[config.mk]
export PLATFORM = sky130hd
export DESIGN_NAME = celm_core_enable_meters
export DESIGN_NICKNAME = d
export VERILOG_FILES = /design/src/rtl/celm_pkg.sv /design/src/rtl/celm_core_enable_meters.sv
export SDC_FILE = /design/constraint.sdc
export NUM_CORES = 1
export LEC_CHECK = 0
export ABC_AREA = 1
export BUFFER_PORTS_ARGS = -buffer_cell sky130_fd_sc_hd__buf_2
export CELL_PAD_IN_SITES_DETAIL_PLACEMENT = 1
export CELL_PAD_IN_SITES_GLOBAL_PLACEMENT = 1
export CORE_AREA = 4 4 133 135
export DETAILED_ROUTE_END_ITERATION = 12
export DIE_AREA = 0 0 137 139
export PLACE_DENSITY = 0.73
export RECOVER_POWER = 100
export SETUP_SLACK_MARGIN = 0.4
export SYNTH_ARGS = -nofsm -noshare
export SYNTH_HDL_FRONTEND = slang
export SYNTH_SLANG_ARGS = --single-unit
[constraint.sdc]
create_clock -name core_clk_in -period 2.9 [get_ports core_clk_in]
set_input_delay 0.29 -clock core_clk_in [delete_from_list [all_inputs] [get_ports core_clk_in]]
set_output_delay 0.29 -clock core_clk_in [all_outputs]
set_load 0.02 [all_outputs]
[src/rtl/celm_pkg.sv]
// constants for the core enable and level meter register bank
`default_nettype none
package celm_pkg;
    localparam logic [5:0] CELM_IDX_CORE_ENABLE = 6'h0b;
    localparam logic [5:0] CELM_IDX_LEVEL_0 = 6'h0c;
    localparam logic [5:0] CELM_IDX_LEVEL_1 = 6'h0d;
    localparam logic [5:0] CELM_IDX_LEVEL_2 = 6'h0e;
    localparam int CELM_BIT_CLK_GATE = 0;
    localparam int CELM_BIT_LIMITER_ENABLE = 1;
    localparam logic [7:0] CELM_CORE_ENABLE_RST = 8'h03;
    localparam logic [7:0] CELM_LEVEL_RST = 8'h00;
    localparam logic [7:0] CELM_CORE_ENABLE_MASK = 8'h03;
    localparam logic [9:0] CELM_COEF_LO = 10'h0e0;
    localparam logic [9:0] CELM_COEF_HI = 10'h2bf;
    localparam int CELM_LEVEL_IN_W = 16;
    localparam int CELM_GAIN_W = 24;
    localparam logic [23:0] CELM_MAX_GAIN = 24'h80_0000;
    localparam int CELM_PARAM_AW = 10;
    localparam int CELM_PARAM_DW = 32;
endpackage
`default_nettype wire

[src/rtl/celm_core_enable_meters.sv]
// core enable controls, limiter gain select and three level meters
//
// How it works
// - clearing the limiter enable stops only attack; decay stays on always.
// - with the limiter off, limiter instructions get a fixed maximum gain.
// - limiter enable is bit 1 of the core enable register, reset 1.
// - bit 0 gates the core clock directly, 0 stops it, reset 1.
// - coefficient writes to 0x0e0..0x2bf are dropped while bit 0 is 0.
// - three 8-bit level registers at 0x0c..0x0e hold dB codes of core data.
// - codes are linear in dB, 0 is -96 dB, 16 codes per 6 dB.
// - level registers are read-only on the bus and reset to 0x00.
// - run control changes the running state only at program start.
//
// Register access over Avalon-MM is this design's own decision.
`default_nettype none
module celm_core_enable_meters
    import celm_pkg::*;
(
    input wire logic core_clk_in,
    input wire logic rstn_in,
    input wire logic [7:0] avs_address_in,
    input wire logic avs_read_in,
    input wire logic avs_write_in,
    input wire logic [31:0] avs_writedata_in,
    input wire logic [3:0] avs_byteenable_in,
    output logic [31:0] avs_readdata_out,
    output logic avs_waitrequest_out,

    input wire logic level_wr_in,
    input wire logic [1:0] level_sel_in,
    input wire logic [CELM_LEVEL_IN_W-1:0] level_value_in,

    input wire logic [CELM_GAIN_W-1:0] lim_gain_in,
    output logic [CELM_GAIN_W-1:0] lim_gain_out,
    output logic lim_attack_en_out,
    output logic lim_decay_en_out,
    output logic core_clk_en_out,

    input wire logic param_wr_in,
    input wire logic [CELM_PARAM_AW-1:0] param_addr_in,
    input wire logic [CELM_PARAM_DW-1:0] param_data_in,
    output logic param_wr_out,
    output logic [CELM_PARAM_AW-1:0] param_addr_out,
    output logic [CELM_PARAM_DW-1:0] param_data_out,

    input wire logic core_run_in,
    input wire logic prog_start_in,
    output logic core_running_out
);
    typedef struct packed {
        logic [7:0] core_enable;
        logic [7:0] level_meter_0;
        logic [7:0] level_meter_1;
        logic [7:0] level_meter_2;
        logic wait_n;
        logic [31:0] rdata;
        logic [CELM_GAIN_W-1:0] gain;
        logic attack;
        logic decay;
        logic clk_en;
        logic pwr;
        logic [CELM_PARAM_AW-1:0] paddr;
        logic [CELM_PARAM_DW-1:0] pdata;
        logic running;
    } celm_state_t;

    celm_state_t st_r;
    celm_state_t st_nxt;
    logic [1:0] rst_sync_r;
    logic rst_n;

    // approximate log2: msb position in the high nibble, next bits below
    // truncates, so steps finer than one sixteenth of 6 dB are lost
    function automatic logic [7:0] celm_db_code(
        input logic [CELM_LEVEL_IN_W-1:0] v
    );
        logic [3:0] p;
        logic [CELM_LEVEL_IN_W+3:0] t;
        p = 4'h0;
        t = '0;
        for (int i = 0; i < CELM_LEVEL_IN_W; i++)
        begin
            if (v[i])
            begin
                p = 4'(i);
            end
        end
        t = {v, 4'h0} >> p;
        if (v == '0)
        begin
            celm_db_code = 8'h00;
        end
        else
        begin
            celm_db_code = {p, t[3:0]};
        end
    endfunction

    function automatic logic celm_in_coef(
        input logic [CELM_PARAM_AW-1:0] a
    );
        celm_in_coef = (a >= CELM_COEF_LO) && (a <= CELM_COEF_HI);
    endfunction

    // unmapped words and the upper 24 bits always read zero
    function automatic logic [31:0] celm_read_mux(
        input logic [5:0] i,
        input logic [7:0] ce,
        input logic [7:0] m0,
        input logic [7:0] m1,
        input logic [7:0] m2
    );
        logic [7:0] b;
        b = 8'h00;
        case (i)
            CELM_IDX_CORE_ENABLE:
            begin
                b = ce;
            end
            CELM_IDX_LEVEL_0:
            begin
                b = m0;
            end
            CELM_IDX_LEVEL_1:
            begin
                b = m1;
            end
            CELM_IDX_LEVEL_2:
            begin
                b = m2;
            end
            default:
            begin
                b = 8'h00;
            end
        endcase
        celm_read_mux = {24'h00_0000, b};
    endfunction

    // select 3 has no meter, so a write there is lost on purpose
    function automatic logic celm_meter_hit(
        input logic wr,
        input logic [1:0] s,
        input logic [1:0] n
    );
        celm_meter_hit = wr && (s == n) && (s != 2'd3);
    endfunction

    // fixed maximum gain stands in for the computed gain when off
    function automatic logic [CELM_GAIN_W-1:0] celm_gain_pick(
        input logic on,
        input logic [CELM_GAIN_W-1:0] g
    );
        celm_gain_pick = on ? g : CELM_MAX_GAIN;
    endfunction

    // a gated core cannot take coefficient writes
    function automatic logic celm_param_pass(
        input logic wr,
        input logic [CELM_PARAM_AW-1:0] a,
        input logic gate_on
    );
        celm_param_pass = wr && (gate_on || !celm_in_coef(a));
    endfunction

    // bits 7..2 have no storage behind them, so they read back zero
    function automatic logic [7:0] celm_ce_value(
        input logic [7:0] w
    );
        celm_ce_value = w & CELM_CORE_ENABLE_MASK;
    endfunction

    // both flops clear at once; release takes two edges
    always_ff @(posedge core_clk_in or negedge rstn_in)
    begin
        if (!rstn_in)
        begin
            rst_sync_r <= 2'b00;
        end
        else
        begin
            rst_sync_r <= {rst_sync_r[0], 1'b1};
        end
    end
    assign rst_n = rst_sync_r[1];

    always_comb
    begin
        logic [5:0] idx;
        logic lim_on;
        logic [7:0] code;
        logic take;
        logic commit;

        idx = avs_address_in[7:2];
        lim_on = 1'b0;
        code = 8'h00;
        take = 1'b0;
        commit = 1'b0;
        st_nxt = st_r;
        st_nxt.wait_n = 1'b0;

        // one wait state: a request is taken while waitrequest is high
        take = (avs_read_in || avs_write_in) && !st_r.wait_n;
        // a write lands only on the edge the master sees waitrequest low
        commit = avs_write_in && !avs_read_in && st_r.wait_n;
        if (take)
        begin
            st_nxt.wait_n = 1'b1;
            st_nxt.rdata = 32'h0000_0000;
            if (avs_read_in)
            begin
                st_nxt.rdata = celm_read_mux(idx, st_r.core_enable,
                                             st_r.level_meter_0,
                                             st_r.level_meter_1,
                                             st_r.level_meter_2);
            end
        end

        if (commit && avs_byteenable_in[0]
            && idx == CELM_IDX_CORE_ENABLE)
        begin
            st_nxt.core_enable = celm_ce_value(avs_writedata_in[7:0]);
        end
        // level meters ignore bus writes

        // core side writes convert to dB codes
        code = celm_db_code(level_value_in);
        if (celm_meter_hit(level_wr_in, level_sel_in, 2'd0))
        begin
            st_nxt.level_meter_0 = code;
        end
        if (celm_meter_hit(level_wr_in, level_sel_in, 2'd1))
        begin
            st_nxt.level_meter_1 = code;
        end
        if (celm_meter_hit(level_wr_in, level_sel_in, 2'd2))
        begin
            st_nxt.level_meter_2 = code;
        end

        lim_on = st_nxt.core_enable[CELM_BIT_LIMITER_ENABLE];
        st_nxt.attack = lim_on;
        // decay never stops so a gain ramp in flight finishes safely
        st_nxt.decay = 1'b1;
        st_nxt.gain = celm_gain_pick(lim_on, lim_gain_in);
        // enable flop feeds the clock gate cell straight through
        st_nxt.clk_en = st_nxt.core_enable[CELM_BIT_CLK_GATE];
        st_nxt.pwr = celm_param_pass(param_wr_in, param_addr_in,
            st_r.core_enable[CELM_BIT_CLK_GATE]);
        st_nxt.paddr = param_addr_in;
        st_nxt.pdata = param_data_in;

        // run changes land only at a pass boundary, never mid-program
        if (prog_start_in)
        begin
            st_nxt.running = core_run_in;
        end
    end

    always_ff @(posedge core_clk_in or negedge rst_n)
    begin
        if (!rst_n)
        begin
            st_r <= '0;
            st_r.core_enable <= CELM_CORE_ENABLE_RST;
            st_r.level_meter_0 <= CELM_LEVEL_RST;
            st_r.level_meter_1 <= CELM_LEVEL_RST;
            st_r.level_meter_2 <= CELM_LEVEL_RST;
            st_r.gain <= '0;
            st_r.attack <= 1'b1;
            st_r.decay <= 1'b1;
            st_r.clk_en <= 1'b1;
            st_r.wait_n <= 1'b0;
            st_r.rdata <= 32'h0000_0000;
            st_r.pwr <= 1'b0;
            st_r.paddr <= '0;
            st_r.pdata <= '0;
            st_r.running <= 1'b0;
        end
        else
        begin
            st_r <= st_nxt;
        end
    end

    assign avs_readdata_out = st_r.rdata;
    assign avs_waitrequest_out = !st_r.wait_n;

    assign lim_gain_out = st_r.gain;
    assign lim_attack_en_out = st_r.attack;
    assign lim_decay_en_out = st_r.decay;
    assign core_clk_en_out = st_r.clk_en;

    assign param_wr_out = st_r.pwr;
    assign param_addr_out = st_r.paddr;
    assign param_data_out = st_r.pdata;
    assign core_running_out = st_r.running;
endmodule
`default_nettype wire

==> results, run 1 <==
- The count of final max-slew check failures is 0.
- The number of standard cells after synthesis is 534.
- Setup violations remaining at the end of the flow were counted as 0.
- The library cells used most frequently in the layout, excluding fill and tap cells, are sky130_fd_sc_hd__dfrtp_1, sky130_fd_sc_hd__clkbuf_1, sky130_fd_sc_hd__buf_2, sky130_fd_sc_hd__nand2_1, sky130_fd_sc_hd__nand3_1.
- The clock passes through at most 2 buffers.
- Setup repair after global routing left no endpoint under its margin.
- Summing every instance area after synthesis gives 4910 um2.
- The worst setup path is launched from a primary input.
- Headroom to the max-slew limit came out at 12.13%.
- The clock-pin slew on the worst setup and hold paths is 0.07 ns.
- Across the run, the number of max-cap violations was 0.
- Port buffering added 179 buffers.
- The critical path data required time is 3.13 ns.
- The peak supply drop is 0.2365 mV.
- Entering global routing, the biggest net connects 60 pins.
- The via count of the routed design is 3677.
- A synthesized cell averages 9.194 um2.
- Post-CTS repair changed the size of 0 cells.
- Summing the areas of all compound-gate instances in the mapped netlist gives 7.161% of the synthesized area.
- The average routed wire per standard cell is 14.90 um.
- The area inside the core boundary is 16470 um2.
- The run finished with clean final reports.
- The non-filler instance count after layout is 866.
- The final-layout setup total negative slack is 0 ns.
- Relative to the synthesized area, the layout overhead comes to 14.12%.
- For this run, the total global-route usage over all layers was measured as 13.43%.
- At the end of routability-driven placement, the weighted congestion stood at 0.8093.
- The type of the tightest min-delay check is in2reg.
- For this run, the share of the core covered by cells in the final layout is 34.03%.
- The repair_antennas step left the layout with diodes totalling 0.
- The clock arrives with 0.008928 ns of skew.
- The floorplan row count is 47.
- The tree is rooted in a sky130_fd_sc_hd__clkbuf_16.
- The power per cell area is 604.3 nW/um2.
- The portion of synthesized area spent on multiplexers is 0.2294%.
- Static timing analysis puts the maximum clock frequency at 488.5 MHz.
- The number of register bits inferred by synthesis is 105.
- Before antenna repair, the detailed router went through 4 iterations.
- Using the TritonRoute via totals, the vias-per-cell ratio works out to 4.246.
- The detailed-placement wirelength estimate is 10.11 mm.
- For the pin with the worst max-slew slack, the measured transition is 1.318 ns.
- From left edge to right edge, the die measures 137 um.
- In the final design database the tool counted 777 nets.
- The floorplan die area is 19040 um2.
- The iteration-0 DRC count of the detailed router is 86.
- The synthesized netlist devotes 17.74% of its cell area to simple gates.
- In the finished design, the share of the clock period the worst path needs comes to 70.59%.
- The share of the Yosys chip area taken by registers is 53.57%.
- The number of global-route vias before repair was 3876.
- The initial antenna violation count was 0.
- The number of H-tree levels is 3.
- Of the cells placed in the final design, the portion with a size suffix greater than 1 is 19.97%.
- The kind of end point of the critical path is a flop.
- Along the worst path, the maximum fanout reaches 19.
- The first global-routing pass estimated 20.24 mm of wire.
- The vertical die dimension is 139 um.
- The number of antenna-violating nets in the routed design is 0.
- The count of final hold-check violations was 0.
- The synthesized netlist contains 31 unique library cells.
- The starting density of the core is 29.82%.
- For this design the static power due to leakage is 2.815 nW.
- The detailed-route wire length is 12.91 mm.
- Summing the areas of all fa, ha and maj instances in the mapped netlist gives 0% of the synthesized area.
- Data on the critical path arrives at its endpoint at 2.28 ns.
- TritonCTS built the clock tree.
- In the routed design, unresolved DRC markers number 0.
- The final critical path time including I/O delays and setup is 2.047 ns.
- The pre-CTS worst setup slack is 0.6259 ns.
- In this run, CTS created clock tree buffers numbering 9.
- During I/O placement, the number of pins put on the boundary was 240.
- During synthesis, Yosys emitted a total of 0 warnings.
- The kind of critical path is in2reg.
- Counting the fill cells in the layout gives 2035.
- Across all setup checks in the final design, the least slack found is 0.8529 ns.
- By area, the combinational part of the netlist is dominated by buffers and inverters.
- The post-synthesis xor/xnor area fraction is 0%.
- The leading cell type in the layout, fill and taps excluded is sky130_fd_sc_hd__dfrtp_1.
- The total global routing overflow is 0.
- The clock net sink count is 105.
- For the worst-skew pair, the clock arrives at the later sink with an insertion delay of 0.34 ns.
- The number of instances in the placed design is 849.
## sequential cells by signal, indices dropped and copies added (netlist names)
signal / count
lim_gain_out: 24
rst_sync_r: 2
param_wr_out: 1
avs_readdata_out: 8
param_data_out: 32
param_addr_out: 10
st_r: 27
core_running_out: 1
## path summary, 6_finish.rpt
check                             startpoint            endpoint  slack, ns  depth (start not counted)
setup / recovery           level_value_in[3]           st_r[113]       0.85                         12
setup reg to reg                   st_r[103]     lim_gain_out[0]       0.91                          6
hold reg to reg                rst_sync_r[0]       rst_sync_r[1]       0.36                          0
hold / removal             param_data_in[29]  param_data_out[29]       0.04                          1
max in group asynchronous      rst_sync_r[1]           st_r[129]       1.41                          1
min in group asynchronous            rstn_in       rst_sync_r[0]       0.26                          2
## critical path, cell delays in order
cell,delay [ns]
sky130_fd_sc_hd__clkbuf_1,0.10
sky130_fd_sc_hd__o21ai_0,0.16
sky130_fd_sc_hd__nand3_1,0.09
sky130_fd_sc_hd__nand2_1,0.06
sky130_fd_sc_hd__nand2_1,0.05
sky130_fd_sc_hd__a31oi_1,0.24
sky130_fd_sc_hd__clkbuf_1,0.65
sky130_fd_sc_hd__o21ai_0,0.22
sky130_fd_sc_hd__nand2_1,0.11
sky130_fd_sc_hd__nand2_1,0.08
sky130_fd_sc_hd__nand3_1,0.16
sky130_fd_sc_hd__nand2_1,0.07
## report_power, final
part	total [mW]	switching, mW	internal [mW]
Combinational	0.445	0.299	0.145
Clock	1.29	0.532	0.761
Sequential	1.65	0.0700	1.58
Total	3.39	0.901	2.48
## timing repair
item | 4_1_cts | 5_1_grt
setup buffers | 0 | 0
endpoints found under the hold margin | 2 | 0
hold buffers | 1 | 0
## synthesized netlist by cell type
cell	instances	area, um2
sky130_fd_sc_hd__o311ai_1	1	8.760
sky130_fd_sc_hd__nor4_2	1	12.51
sky130_fd_sc_hd__o21ai_1	6	30.03
sky130_fd_sc_hd__buf_2	4	20.02
sky130_fd_sc_hd__or2_1	2	12.51
sky130_fd_sc_hd__buf_4	99	743.2
sky130_fd_sc_hd__nand2_2	8	50.05
sky130_fd_sc_hd__buf_6	1	11.26
sky130_fd_sc_hd__dfrtp_1	103	2577
sky130_fd_sc_hd__a31oi_1	1	6.260
sky130_fd_sc_hd__conb_1	2	7.510
sky130_fd_sc_hd__nand3_1	58	290.3
sky130_fd_sc_hd__dfstp_2	2	52.55
sky130_fd_sc_hd__nand2_1	82	307.8
sky130_fd_sc_hd__a311o_1	1	10.01
sky130_fd_sc_hd__nor2_1	36	135.1
sky130_fd_sc_hd__clkbuf_1	7	26.28
sky130_fd_sc_hd__o2bb2ai_1	2	17.52
sky130_fd_sc_hd__nand4_1	3	18.77
sky130_fd_sc_hd__a22o_1	6	52.55
sky130_fd_sc_hd__and3_1	1	6.260
sky130_fd_sc_hd__a21oi_1	11	55.05
sky130_fd_sc_hd__nor3_1	3	15.01
sky130_fd_sc_hd__buf_12	1	20.02
sky130_fd_sc_hd__a221oi_1	2	17.52
sky130_fd_sc_hd__mux2_2	1	11.26
sky130_fd_sc_hd__o21ai_0	29	145.1
sky130_fd_sc_hd__inv_2	6	22.52
sky130_fd_sc_hd__a21oi_2	1	8.760
sky130_fd_sc_hd__nand2_4	2	22.52
sky130_fd_sc_hd__inv_1	52	195.2
## cells by family after synthesis
| group | Yosys count |
|---|---|
| DFF | 105 |
| muxes | 1 |
| and+or+nand+nor | 196 |
| buffers and inverters | 170 |
| other | 2 |
| AOI/OAI and AO/OA | 60 |
## area by class of cell
cell class | instances | area, um2 | share of cell area (%)
well taps | 220 | 275.3 | 4.913
clock buffers | 10 | 229.0 | 4.087
multi-input cells | 283 | 1329 | 23.72
inverters | 58 | 217.7 | 3.886
repair buffers | 184 | 830.8 | 14.83
flip-flops and latches | 105 | 2631 | 46.96
clock inverters | 6 | 90.09 | 1.608
## routing by layer
layer,track usage [%],vias to the layer above,wire (um)
met5,0,-,0
met4,3.782,0,140
met3,3.810,11,1265
met2,22.82,152,6197
met1,16.54,1737,5302
li1,-,1777,-
## per-stage QoR
step / power, mW / cell area, um2 / hold slack, ns
floorplan: 2.037 / 5001 / -0.005591
global placement: 2.123 / 5400 / 0.07440
detailed placement: 2.142 / 5400 / 0.07551
CTS: 3.456 / 5729 / 0.03331
global route: 3.579 / 5603 / 0.02432
finish: 3.386 / 5603 / 0.04476
(Power assumes the default switching activity.)
==> run 2: changes to the inputs <==
--- a/config.mk
+++ b/config.mk
@@ -5,14 +5,14 @@
 export SDC_FILE = /design/constraint.sdc
 export NUM_CORES = 1
 export LEC_CHECK = 0
-export ABC_AREA = 1
+export ABC_AREA = 0
 export BUFFER_PORTS_ARGS = -buffer_cell sky130_fd_sc_hd__buf_2
 export CELL_PAD_IN_SITES_DETAIL_PLACEMENT = 1
 export CELL_PAD_IN_SITES_GLOBAL_PLACEMENT = 1
-export CORE_AREA = 4 4 133 135
+export CORE_AREA = 4 4 126 128
 export DETAILED_ROUTE_END_ITERATION = 12
-export DIE_AREA = 0 0 137 139
-export PLACE_DENSITY = 0.73
+export DIE_AREA = 0 0 130 132
+export PLACE_DENSITY = 0.76
 export RECOVER_POWER = 100
 export SETUP_SLACK_MARGIN = 0.4
 export SYNTH_ARGS = -nofsm -noshare
==> constraint.sdc (replaced) <==
create_clock -name core_clk_in -period 2 [get_ports core_clk_in]
set_input_delay 0.2 -clock core_clk_in [delete_from_list [all_inputs] [get_ports core_clk_in]]
set_output_delay 0.2 -clock core_clk_in [all_outputs]
set_load 0.02 [all_outputs]
==> results, run 2 <==
- The floorplan step defined a die boundary enclosing 17160 um2.
- For this run, the register share of the synthesized area comes to 52.84%.
- STA classifies the critical path endpoint as a flop.
- The slowest stage of the critical path belongs to the cell sky130_fd_sc_hd__mux2_4.
- STA puts the critical path data arrival time at 1.95 ns.
- The buffer and inverter count on the worst path is 3.
- The via count of the routed design is 4098.
- The flow ran to the end, and the final reports show no timing, DRC or antenna violations.
- Among cell families on the critical path, the largest total delay comes from compound AO/OA/AOI/OAI gates.
- From bottom edge to top edge, the die measures 132 um.
- After the first detailed-routing iteration, the DRC count stood at 159.
- Counting every instance in the synthesized netlist gives 468.
- The final-stage net count is 795.
- Before antenna repair, the detailed router went through 4 iterations.
- Detailed placement ended at an HPWL of 10.87 mm.
- The synthesized netlist devotes 0% of its cell area to adder and majority cells.
- The period utilization is 87.42%.
- The proportion of synthesized area in mux cells is 3.092%.
- The area growth from synthesis to layout is 32.73%.
- The number of buffers created by CTS is 9.
- The maximum number of pins on one net before global-route repair is 47.
- In the layout the commonest cells are sky130_fd_sc_hd__dfrtp_1, sky130_fd_sc_hd__clkbuf_1, sky130_fd_sc_hd__buf_2, sky130_fd_sc_hd__nand2_1, sky130_fd_sc_hd__dlygate4sd3_1.
- The critical path data required time is 2.20 ns.
- By startpoint and endpoint, the worst setup path is classified as in2reg.
- The clock net in this run drives a total of 105 sinks.
- The clock tree from TritonCTS is built.
- From left edge to right edge, the die measures 130 um.
- The count of final hold-check violations is 0.
- The setup clock skew after layout is 0.01353 ns.
- The overall power of the completed layout is 5.000 mW.
- The signal on the critical path passes through buf_2, nor2_1, o311ai_1, buf_4, a311oi_2, clkbuf_1, mux2_4, o21ai_4, o31ai_2.
- Setup violations remaining at the end of the flow were counted as 0.
- The power per cell area is 756.9 nW/um2.
- The endpoint identified for the worst register-to-register timing path is lim_gain_out[16].
- The max-cap check violation count is 0.
- The layout cell share with drive strength beyond 1 is 29.22%.
- The number of global-route vias before repair is 4534.
- The highest achievable clock rate is 572.0 MHz.
- Summed over all layers, the routed wires come to 17.01 mm.
- The buffer cell driving the clock tree root is sky130_fd_sc_hd__clkbuf_16.
- Yosys attributes the largest share of cell area to sky130_fd_sc_hd__dfrtp_1, sky130_fd_sc_hd__buf_4, sky130_fd_sc_hd__nand2_1.
- The transition time at the pin with the least slew margin is 1.027 ns.
- During synthesis, Yosys emitted a total of 0 warnings.
- The worst-case IR drop observed on VDD is 0.3816 mV.
- The count of final max-slew check failures is 0.
- The library cell used most frequently in the layout, excluding fill and tap cells, is sky130_fd_sc_hd__dfrtp_1.
- The number of register bits inferred by synthesis is 105.
- After synthesis, the largest family of logic cells by area is buffers and inverters.
- In this run the static leakage power is 2.990 nW.
- The flip-flop cell with the highest count after synthesis is sky130_fd_sc_hd__dfrtp_1.
- At the later pin of the worst-skew pair, clock insertion delay measures 0.35 ns.
- The slack of the worst reg-to-reg path is 0.36 ns.
- In this run the most critical hold path is launched from lim_gain_in[23].
- The tightest min-delay check is of the in2reg type.
- The via-per-instance ratio is 4.799.
- The hold path endpoint is lim_gain_out[23].
- The floorplan has 45 rows.
- Counting instances in the post-synthesis netlist gives the leading cell types as sky130_fd_sc_hd__dfrtp_1, sky130_fd_sc_hd__buf_4, sky130_fd_sc_hd__nand2_1.
- The area inside the core boundary is 14860 um2.
- Counting flops with a built-in enable in the synthesized netlist gives 0.
- The post-synthesis xor/xnor area fraction is 0.1760%.
- The flip-flop count of the largest register, all copies and words added is 32.
- The post-synthesis cell type count is 57.
- The delay of the slowest cell on the worst path is 0.35 ns.
- The H-tree generated during clock tree synthesis spans 3 levels.
- The average instance in the mapped netlist occupies 10.64 um2.
- The utilization after layout is 44.44%.
- The summed instance area of the synthesized netlist is 4977 um2.
- 240 I/O pins were placed.
- The clock passes through at most 2 buffers.
- In this run the critical register-to-register path is launched from st_r[103].
- The area share of the largest cell type after synthesis is 51.78%.
- The number of antenna-violating nets in the routed design is 0.
- The worst pin sits at a relative slew slack of 30.80%.
- On the final layout, the worst hold slack is 0.05365 ns.
- Of all cell types, the one taking the most synthesized area is sky130_fd_sc_hd__dfrtp_1.
- The final critical path time including I/O delays and setup is 1.748 ns.
- In the global route stage, overall resource usage came out at 19.27%.
- Of all flip-flops after synthesis, the portion carrying an async set or reset was 100.0%.
- Along the worst path, the maximum fanout reaches 4.
- The cell depth of the worst min-delay path is 2.
- The average routed wire per standard cell is 19.92 um.
- The initial antenna violation count is 2.
- The synthesized-area fraction occupied by ao, oa, aoi and oai cells is 14.25%.
- The count of buffers added on input and output ports is 179.
- The number of cells on the worst reg-to-reg path is 5.
- Setup repair after global routing could not meet its margin everywhere.
- For this run, design rule violations remaining after detail routing come to 0.
- The weighted congestion reported at the end of routability-driven placement is 0.8485.
- sky130_fd_sc_hd__dfrtp_1 is the most common cell in the netlist.
- The clock-pin slew on the worst setup and hold paths is 0.08 ns.
- STA classifies the critical path startpoint as a primary input.
- The initial utilization of the core area, before any placement, comes to 33.48%.
- The total global routing overflow is 0.
- The post-synthesis share of cell area spent on and, or, nand and nor gates is 12.37%.
- The wire length of the first global-routing pass is 25.34 mm.
[run 2: where the power goes]
part,total (mW),switching (mW),internal [mW],leakage [nW]
Combinational,0.895,0.522,0.373,1.55
Sequential,2.36,0.0861,2.27,1.30
Clock,1.75,0.847,0.904,0.139
Total,5.00,1.46,3.55,2.99
[run 2: layout make-up]
cell class | instances | area, um2
Fill cell | 1752 | 8258
Multi-Input combinational cell | 264 | 1799
Sequential cell | 105 | 2634
Clock buffer | 11 | 242.7
Antenna cell | 2 | 5.005
Timing Repair Buffer | 270 | 1612
Tap cell | 188 | 235.2
Inverter | 9 | 33.78
Clock inverter | 5 | 45.04
[run 2: worst max-delay path by stage]
stage | to | cells past startpoint | slack, ns | start
finish | st_r[106] | 9 | 0.25 | level_value_in[3]
global route | st_r[112] | 8 | 0.12 | level_value_in[9]
CTS | st_r[112] | 8 | 0.34 | level_value_in[7]
detailed placement | st_r[106] | 8 | -0.12 | level_value_in[9]
global placement | st_r[104] | 8 | -0.05 | level_value_in[9]
floorplan | st_r[104] | 8 | 0.20 | level_value_in[11]
[run 2: kinds of logic (layout without fill, tap and decap cells)]
family          count (synthesis)  count (layout)
mux                            15              15
flops                         105             105
xor+xnor                        1               1
buf+inv                       123             295
other cells                     2              28
simple gates                  118             118
compound gates                104             104
[run 2: routing by layer]
metal | GRT usage, % | routed length [um] | part of all wire [%]
met1 | 20.13 | 6238 | 37
met2 | 36.22 | 9028 | 53
met3 | 4.254 | 1182 | 6.9
met4 | 8.372 | 562 | 3.3
met5 | 0 | 0 | 0
[run 2: repair_timing]
item,4_1_cts,5_1_grt
gates resized for setup,20,28
pin swaps,8,24
hold buffers,43,0
hold endpoints to repair,44,0
endpoints found under the setup margin,12,12
setup buffers,0,8
[run 2: stage by stage]
step / worst slack (ns) / instance area, um2 / instances / TNS (ns)
5_1_grt: 0.1227 / 6606 / 854 / 0
3_3_place_gp: -0.05210 / 5739 / 785 / -0.2818
2_1_floorplan: 0.1955 / 5116 / 492 / 0
3_5_place_dp: -0.1159 / 5739 / 785 / -0.8943
6_report: 0.2517 / 6606 / 854 / 0
4_1_cts: 0.3400 / 6568 / 844 / 0
